[src/pew_pkg.sv]
// Constants shared by the host-side controller of a four-bank parallel EEPROM module.
// Assumes one 40 MHz core clock; all pin timings are counted in its cycles.
// Behaviour
// - Without polling, wait beyond 15 ms.
// - With polling, next access after 150 ns.
// - Protect pin high 100 us before writes.
// - Byte loads in page at least 1 us apart.
// - At most one bank select asserted.
// - Page 1..128 bytes, 30 us gap, 100 us ends.
package pew_pkg;

  localparam int CLK_MHZ         = 40;
  localparam int CYCLE_LIMIT_MS  = 15;
  localparam int WRITE_START_NS  = 150;
  localparam int PROTECT_SETUP_US = 100;
  localparam int LOAD_SPACING_US = 1;
  localparam int LOAD_WINDOW_US  = 30;
  localparam int LOAD_END_US     = 100;
  localparam int PAGE_BYTES      = 128;
  localparam int STROBE_NS       = 250;
  localparam int ACCESS_NS       = 250;

  // Least times round up, longest times round down.
  localparam int PROGRAM_CYCLES  = CYCLE_LIMIT_MS * 1000 * CLK_MHZ + 1;
  localparam int WSTART_CYCLES   = (WRITE_START_NS * CLK_MHZ + 999) / 1000;
  localparam int PROTECT_CYCLES  = PROTECT_SETUP_US * CLK_MHZ;
  localparam int SPACING_CYCLES  = LOAD_SPACING_US * CLK_MHZ;
  localparam int WINDOW_CYCLES   = LOAD_WINDOW_US * CLK_MHZ;
  localparam int LOAD_END_CYCLES = LOAD_END_US * CLK_MHZ + 1;
  localparam int STROBE_CYCLES   = (STROBE_NS * CLK_MHZ + 999) / 1000;
  localparam int ACCESS_CYCLES   = (ACCESS_NS * CLK_MHZ + 999) / 1000 + 1;

  localparam logic [3:0] BANKS_IDLE = 4'hF;

  localparam int TOP_BIT = 7;

  typedef enum logic [1:0] {
    PEW_OP_READ,
    PEW_OP_WRITE,
    PEW_OP_PAGE_END,
    PEW_OP_NONE
  } pew_op_t;

endpackage

[src/pew_host.sv]
// Host controller that drives a four-bank parallel EEPROM over its pins.
// Assumes the user issues one request at a time while ready is high; pins are asynchronous.
`timescale 1ns/10ps
module pew_host #(
  parameter int ADDR_W        = 17,
  parameter int PROGRAM_WAIT  = pew_pkg::PROGRAM_CYCLES,
  parameter int PROTECT_WAIT  = pew_pkg::PROTECT_CYCLES,
  parameter int LOAD_END_WAIT = pew_pkg::LOAD_END_CYCLES,
  parameter int WINDOW_WAIT   = pew_pkg::WINDOW_CYCLES,
  parameter bit USE_POLL      = 1'b1
) (
  input  wire logic              core_clk,
  input  wire logic              rst_n,
  input  wire logic              req_valid,
  input  wire logic              req_write,
  input  wire logic              req_last,
  input  wire logic [1:0]        req_bank,
  input  wire logic [ADDR_W-1:0] req_addr,
  input  wire logic [7:0]        req_wdata,
  input  wire logic              protect_en,
  output logic                   req_ready,
  output logic                   rsp_valid,
  output logic [7:0]             rsp_rdata,
  output logic                   prog_busy,
  output logic                   page_error,
  output logic [ADDR_W-1:0]      mem_addr,
  output logic [3:0]             bank_select_n,
  output logic                   oe_n,
  output logic                   we_n,
  output logic                   protect_hold_n,
  output logic [7:0]             data_out,
  output logic                   data_oe,
  input  wire logic [7:0]        data_in,
  input  wire logic              rdy_busy_in
);

  // ****************************************************************
  // Sequencer
  // ****************************************************************
  typedef enum logic [3:0] {
    PEW_PROTECT, PEW_IDLE, PEW_RD_STROBE,
    PEW_WR_STROBE, PEW_WR_GAP, PEW_PAGE_WAIT,
    PEW_START_WAIT, PEW_POLL_STROBE, PEW_PROGRAM
  } pew_state_t;

  // The shared counter must hold the longest wait, whichever parameter that is.
  localparam int CNT_W = $clog2(PROGRAM_WAIT + PROTECT_WAIT + LOAD_END_WAIT + WINDOW_WAIT
                                + pew_pkg::SPACING_CYCLES) + 1;
  localparam int BYTE_W = $clog2(pew_pkg::PAGE_BYTES + 1);
  pew_state_t        state_ff, nxt_state;
  logic [CNT_W-1:0]  cnt_ff, nxt_cnt;
  logic [CNT_W-1:0]  gap_ff, nxt_gap;
  logic [BYTE_W-1:0] bytes_ff, nxt_bytes;
  logic [ADDR_W-1:0] addr_ff, nxt_addr;
  logic [3:0]        sel_n_ff, nxt_sel_n, sel_bank_ff, nxt_sel_bank;
  logic [7:0]        data_s1_ff, data_s2_ff;
  logic              rb_s1_ff, rb_s2_ff;
  logic              oe_n_ff, nxt_oe_n, we_n_ff, nxt_we_n;
  logic              hold_n_ff, nxt_hold_n;
  logic [7:0]        dout_ff, nxt_dout;
  logic              doe_ff, nxt_doe;
  logic              ready_ff, nxt_ready, rvalid_ff, nxt_rvalid;
  logic [7:0]        rdata_ff, nxt_rdata;
  logic              busy_ff, nxt_busy, perr_ff, nxt_perr, last_ff, nxt_last;

  function automatic logic [3:0] bank_decode(input logic [1:0] b);
    bank_decode = ~(4'h1 << b);
  endfunction
  function automatic logic [CNT_W-1:0] cyc(input int n);
    cyc = CNT_W'(n);
  endfunction

  always_comb begin
    nxt_state  = state_ff;
    nxt_cnt    = cnt_ff;
    nxt_gap    = (gap_ff != '0) ? gap_ff - cyc(1) : gap_ff;
    nxt_bytes  = bytes_ff;
    nxt_addr   = addr_ff;
    nxt_sel_n  = sel_n_ff;
    nxt_sel_bank = sel_bank_ff;
    nxt_oe_n   = oe_n_ff;
    nxt_we_n   = we_n_ff;
    nxt_hold_n = hold_n_ff;
    nxt_dout   = dout_ff;
    nxt_doe    = doe_ff;
    nxt_ready  = 1'b0;
    nxt_rvalid = 1'b0;
    nxt_rdata  = rdata_ff;
    nxt_busy   = busy_ff;
    nxt_perr   = perr_ff;
    nxt_last   = last_ff;
    case (state_ff)
      PEW_PROTECT: begin
        nxt_hold_n = ~protect_en;
        if (protect_en || cnt_ff == '0) begin
          nxt_cnt = cyc(PROTECT_WAIT);
        end else if (cnt_ff == cyc(1)) begin
          nxt_state = PEW_IDLE;
          nxt_ready = 1'b1;
          nxt_cnt   = '0;
        end else begin
          nxt_cnt = cnt_ff - cyc(1);
        end
      end
      PEW_IDLE: begin
        nxt_ready = 1'b1;
        if (req_valid && ready_ff) begin
          nxt_ready = 1'b0;
          nxt_addr  = req_addr;
          nxt_sel_n = bank_decode(req_bank);
          if (req_write) begin
            nxt_state = PEW_WR_STROBE;
            nxt_we_n  = 1'b0;
            nxt_dout  = req_wdata;
            nxt_doe   = 1'b0;
            nxt_last  = req_last;
            nxt_cnt   = cyc(pew_pkg::STROBE_CYCLES);
          end else begin
            nxt_state = PEW_RD_STROBE;
            nxt_oe_n  = 1'b0;
            nxt_cnt   = cyc(pew_pkg::ACCESS_CYCLES);
          end
        end
      end
      PEW_RD_STROBE: begin
        nxt_cnt = cnt_ff - cyc(1);
        if (cnt_ff == cyc(1)) begin
          nxt_rdata  = data_s2_ff;
          nxt_rvalid = 1'b1;
          nxt_oe_n   = 1'b1;
          nxt_sel_n  = pew_pkg::BANKS_IDLE;
          nxt_state  = PEW_IDLE;
          nxt_ready  = 1'b1;
        end
      end
      PEW_WR_STROBE: begin
        nxt_cnt = cnt_ff - cyc(1);
        nxt_sel_bank = ~sel_n_ff;
        if (cnt_ff == cyc(1)) begin
          nxt_we_n  = 1'b1;
          nxt_doe   = 1'b1;
          nxt_sel_n = pew_pkg::BANKS_IDLE;
          nxt_bytes = bytes_ff + BYTE_W'(1);
          nxt_gap   = cyc(pew_pkg::SPACING_CYCLES);
          nxt_busy  = 1'b1;
          nxt_cnt   = cyc(WINDOW_WAIT);
          nxt_state = PEW_WR_GAP;
        end
      end
      PEW_WR_GAP: begin
        nxt_cnt = cnt_ff - cyc(1);
        if (last_ff || bytes_ff == BYTE_W'(pew_pkg::PAGE_BYTES)) begin
          nxt_state = PEW_PAGE_WAIT;
          nxt_cnt   = cyc(LOAD_END_WAIT);
        end else if (gap_ff <= cyc(1)) begin
          nxt_ready = 1'b1;
          if (req_valid && ready_ff && req_write) begin
            nxt_ready = 1'b0;
            nxt_addr  = req_addr;
            nxt_sel_n = bank_decode(req_bank);
            nxt_we_n  = 1'b0;
            nxt_dout  = req_wdata;
            nxt_doe   = 1'b0;
            nxt_last  = req_last;
            nxt_cnt   = cyc(pew_pkg::STROBE_CYCLES);
            nxt_state = PEW_WR_STROBE;
          end else if (cnt_ff == cyc(1)) begin
            nxt_ready = 1'b0;
            nxt_state = PEW_PAGE_WAIT;
            nxt_cnt   = cyc(LOAD_END_WAIT);
          end
        end
      end
      PEW_PAGE_WAIT: begin
        nxt_cnt = cnt_ff - cyc(1);
        if (req_valid && req_write && bytes_ff == BYTE_W'(pew_pkg::PAGE_BYTES)) begin
          nxt_perr = 1'b1;
        end
        if (cnt_ff == cyc(1)) begin
          nxt_state = PEW_START_WAIT;
          nxt_cnt   = cyc(pew_pkg::WSTART_CYCLES);
        end
      end
      PEW_START_WAIT: begin
        nxt_cnt = cnt_ff - cyc(1);
        if (cnt_ff == cyc(1)) begin
          nxt_state = PEW_PROGRAM;
          nxt_cnt   = cyc(PROGRAM_WAIT);
        end
      end
      PEW_PROGRAM: begin
        nxt_cnt = cnt_ff - cyc(1);
        if ((USE_POLL && rb_s2_ff) || cnt_ff == cyc(1)) begin
          nxt_state = PEW_POLL_STROBE;
          nxt_sel_n = ~sel_bank_ff;
          nxt_oe_n  = 1'b0;
          nxt_cnt   = cyc(pew_pkg::ACCESS_CYCLES);
        end
      end
      PEW_POLL_STROBE: begin
        nxt_cnt = cnt_ff - cyc(1);
        if (cnt_ff == cyc(1)) begin
          nxt_oe_n  = 1'b1;
          nxt_sel_n = pew_pkg::BANKS_IDLE;
          if (data_s2_ff[pew_pkg::TOP_BIT] == dout_ff[pew_pkg::TOP_BIT]) begin
            nxt_state = PEW_IDLE;
            nxt_busy  = 1'b0;
            nxt_bytes = '0;
            nxt_perr  = 1'b0;
            nxt_ready = 1'b1;
          end else begin
            nxt_state = PEW_PROGRAM;
            nxt_cnt   = cyc(PROGRAM_WAIT);
          end
        end
      end
      default: begin
        nxt_state = PEW_PROTECT;
      end
    endcase
    // Protect wins in every state: pins go quiet and a program in flight is abandoned.
    if (protect_en) begin
      nxt_state  = PEW_PROTECT;
      nxt_hold_n = 1'b0;
      nxt_cnt    = '0;
      nxt_sel_n  = pew_pkg::BANKS_IDLE;
      nxt_oe_n   = 1'b1;
      nxt_we_n   = 1'b1;
      nxt_doe    = 1'b1;
      nxt_ready  = 1'b0;
      nxt_busy   = 1'b0;
      nxt_bytes  = '0;
      nxt_perr   = 1'b0;
    end
  end

  always_ff @(posedge core_clk) begin
    if (!rst_n) begin
      state_ff  <= PEW_PROTECT;
      cnt_ff    <= '0;
      gap_ff    <= '0;
      bytes_ff  <= '0;
      addr_ff   <= '0;
      sel_n_ff  <= pew_pkg::BANKS_IDLE;
      oe_n_ff   <= 1'b1;
      we_n_ff   <= 1'b1;
      hold_n_ff <= 1'b0;
      dout_ff   <= 8'h00;
      doe_ff    <= 1'b1;
      ready_ff  <= 1'b0;
      rvalid_ff <= 1'b0;
      rdata_ff  <= 8'h00;
      busy_ff   <= 1'b0;
      perr_ff   <= 1'b0;
      last_ff   <= 1'b0;
      sel_bank_ff <= 4'h0;
      data_s1_ff  <= 8'h00;
      data_s2_ff  <= 8'h00;
      rb_s1_ff    <= 1'b1;
      rb_s2_ff    <= 1'b1;
    end else begin
      state_ff  <= nxt_state;
      cnt_ff    <= nxt_cnt;
      gap_ff    <= nxt_gap;
      bytes_ff  <= nxt_bytes;
      addr_ff   <= nxt_addr;
      sel_n_ff  <= nxt_sel_n;
      oe_n_ff   <= nxt_oe_n;
      we_n_ff   <= nxt_we_n;
      hold_n_ff <= nxt_hold_n;
      dout_ff   <= nxt_dout;
      doe_ff    <= nxt_doe;
      ready_ff  <= nxt_ready;
      rvalid_ff <= nxt_rvalid;
      rdata_ff  <= nxt_rdata;
      busy_ff   <= nxt_busy;
      perr_ff   <= nxt_perr;
      last_ff   <= nxt_last;
      sel_bank_ff <= nxt_sel_bank;
      data_s1_ff  <= data_in;
      data_s2_ff  <= data_s1_ff;
      rb_s1_ff    <= rdy_busy_in;
      rb_s2_ff    <= rb_s1_ff;
    end
  end

  assign req_ready      = ready_ff;
  assign rsp_valid      = rvalid_ff;
  assign rsp_rdata      = rdata_ff;
  assign prog_busy      = busy_ff;
  assign page_error     = perr_ff;
  assign mem_addr       = addr_ff;
  assign bank_select_n  = sel_n_ff;
  assign oe_n           = oe_n_ff;
  assign we_n           = we_n_ff;
  assign protect_hold_n = hold_n_ff;
  assign data_out       = dout_ff;
  assign data_oe        = doe_ff;

endmodule

[config.mk]
export PLATFORM = sky130hd
export DESIGN_NAME = pew_host
export DESIGN_NICKNAME = d
export VERILOG_FILES = /design/src/pew_pkg.sv /design/src/pew_host.sv
export SDC_FILE = /design/constraint.sdc
export NUM_CORES = 1
export LEC_CHECK = 0
export BUFFER_PORTS_ARGS = -buffer_cell sky130_fd_sc_hd__buf_2
export CAP_MARGIN = 10
export CORE_ASPECT_RATIO = 0.5
export CORE_MARGIN = 4
export CORE_UTILIZATION = 40
export DETAILED_ROUTE_END_ITERATION = 7
export PLACE_DENSITY = 0.7
export SLEW_MARGIN = 20
export SYNTH_ARGS = -nofsm -noshare
export SYNTH_HDL_FRONTEND = slang
export SYNTH_SLANG_ARGS = --single-unit
[constraint.sdc]
create_clock -name core_clk -period 3.35 [get_ports core_clk]
set_input_delay 1.005 -clock core_clk [delete_from_list [all_inputs] [get_ports core_clk]]
set_output_delay 1.005 -clock core_clk [all_outputs]
set_load 0.1 [all_outputs]
==> flow_summary.yaml <==
worst_setup_path:
  worstPathMaxFanout: 22
  startpoint_type: "flip-flop"
  criticalPathCategory: "reg2reg"
  arrival_ns: 3.02
  endpoint_kind: "flip-flop"
  crit_required_ns: 3.65
placement:
  gp_congestion: 0.982
  dp_hpwl_um: 12400
  io_buffers: 86
final_layout:
  fin_nets: 894
  syn_to_final_growth_pct: 19.8
  drive_above_1_share_pct: 19.6
floorplan:
  ios: 87
  die_area_um2: 17800
  start_util_pct: 42.0
  fp.dieH_um: 96.3
  die_w_um: 185
  core_area_um2: 14900
  row_count: 31
sta:
  hold_viol_final: 0
  hold-worst-slack_ns: 0.402
  fin_setup_tns_ns: 0
  worst_pin_slew_ns: 0.888
  period_needed_ns: 2.72
  slew_violations: 0
  timing.final.setup_violations: 0
  fmax_ghz: 0.367
  maxSlewHeadroom_pct: 39.3
  fin_skew_ns: 0.0113
  fin_crit_sh_pct: 81.3
  rsz0062_at_grt: "false"
yosys:
  synth_simple_gate_area_share_pct: 28.9
  synth_xor_area_share_pct: 4.07
  async_flop_share_pct: 0
  synth_compound_area_share_pct: 19.7
  syn_area_per_cell_um2: 8.13
  ys_seq_elements: 121
  yosysUniqueCellTypes: 79
  ys_seq_area_share_pct: 38.9
  syn_area_um2: 6230
  synth_top_family_by_area: "simple AND/OR/NAND/NOR gates"
  synth_top_cell_area_share_pct: 38.9
  synth_edf_count: 0
  synth.area.mux_share_pct: 2.91
  synth_most_common_cell: "dfxtp_1"
  synthesis.nets: 816
  synthFlopType: "dfxtp_1"
  yosys-top-cells-count: "121 x dfxtp_1, 96 x nor2_1, 76 x nand2_1, 50 x o21ai_0, 45 x a21oi_1"
  synthAdderAreaFrac_pct: 1.57
  synth_area_leader_cell: "dfxtp_1"
  ys_top_cells_by_area: "dfxtp_1 39%, nor2_1 5.8%, nand2_1 4.6%"
  yosysWarnings: 0
  netlist_instances: 767
pwr:
  powerDensity_nw_per_um2: 618
  max-vdd-ir-drop_mv: 0.310
  p_leak_nw: 3.06
worst_hold_path:
  hold_path.class: "reg2reg"
route:
  drc_errors: 0
  drt-initial-drc-count: 564
  drt-total-wl_um: 17400
  dr.pass1.iters: 5
  post_drt_wl_per_cell_um: 16.5
  ant_nets: 0
  drt-vias-per-instance: 5.75
  vias: 6071
clock_network:
  cts-resized-gates: 0
  numCtsBuffers: 17
  clockRootBuffer: "clkbuf_16"
  htreeDepth: 4
  clk_pin_slew_worst_paths_ns: 0.06
  postCtsSetupRepairBufs: 0
  clock_latency_ns: 0.42
  clock-sinks: 121
  cts_hold_buf: 0
  cts_tree: "built"
  clock_path_buffers: 2
status:
  status: "finished, final reports clean"
global_routing:
  grt-ovfl-total: 0
  grt_pass1_vias: 5716
  grt_usage_pct: 19.6
  antenna_found_initial: 1
  grt_pass1_wl_um: 28100
  grt_max_degree: 47
job:
  timing.max_cap.violations: 0
[worst max-delay path, stage by stage, from the launching register on]
cell      delay (ns)
dfxtp_1         0.48
buf_4           0.30
nor2b_1         0.43
o311ai_0        0.23
a22o_1          0.23
a221oi_1        0.49
o21ai_0         0.14
nand2_1         0.22
nor2_1          0.08
[final timing paths]
path	start	endpoint	slack, ns	cells past startpoint
setup / recovery	state_ff[2]$_SDFFE_PP0P_	cnt_ff[15]$_SDFFE_PP0P_	0.63	8
hold reg to reg	rb_s1_ff$_SDFF_PN1_	rb_s2_ff$_SDFF_PN1_	0.40	1
hold / removal	rb_s1_ff$_SDFF_PN1_	rb_s2_ff$_SDFF_PN1_	0.40	1
setup reg to reg	state_ff[2]$_SDFFE_PP0P_	cnt_ff[15]$_SDFFE_PP0P_	0.63	8
[through the flow]
stage               instance area, µm²  util [%]  setup slack (ns)  total power, mW  std cells
floorplan                         6230         -             0.586             2.52        767
global placement                  6850      46.1             0.524             2.70       1023
detailed placement                6850      46.1             0.497             2.71       1023
CTS                               7460      50.2             0.624             4.62       1054
global route                      7470      50.3             0.476             4.86       1056
finish                            7470      50.3             0.627             4.62       1056
[final cells by class]
type / instances / area (µm²)
clock buffers: 19 / 443
multi-input cells: 586 / 3560
clock inverters: 12 / 165
inverters: 13 / 48.8
repair buffers: 106 / 581
diodes: 1 / 2.50
flip-flops and latches: 121 / 2420
fillers: 1391 / 7390
well taps: 198 / 248
[power by group]
part           internal, mW  total (mW)  switching (mW)
Clock                  1.20        1.90           0.704
Combinational         0.436        1.04           0.603
Sequential             1.55        1.68           0.125
[cell families (layout without fill, tap and decap cells)]
family / count (synthesis) / in the layout
other: 0 / 1
and+or+nand+nor: 342 / 342
buffers and inverters: 60 / 150
adders and majority gates: 8 / 8
xor gates and xnor gates: 29 / 29
muxes: 18 / 18
DFF: 121 / 121
AOI/OAI and AO/OA: 189 / 189
[flip-flops by register name (all words and copies together) (netlist names), 4 cells and up]
register	count
data_s2_ff	8
cnt_ff	21
sel_bank_ff	4
data_out	8
bank_select_n	4
state_ff	4
rsp_rdata	8
gap_ff	21
bytes_ff	8
mem_addr	17
data_s1_ff	8
[layer usage]
layer,global-route usage [%],vias to the layer above,part of all wire (%)
met5,0,-,0
met1,24.5,2867,44
met3,4.87,46,6.7
li1,-,2918,-
met2,32.3,240,47
met4,8.79,0,2.7
[cells in the final DEF (no fill, tap or decap), types with 10 or more instances in the layout]
cell type	count
clkbuf_16	17
nand2b_1	11
mux2i_1	17
buf_2	86
and2_1	21
a211oi_1	10
xnor2_1	11
nor2_1	96
nor3_1	20
xor2_1	18
a31oi_1	13
a21oi_1	45
o21ai_0	50
nand3_1	28
or3_1	11
dfxtp_1	121
nand2_1	76
buf_4	19
inv_1	11
No activity file was read; power rests on OpenSTA's default activity.
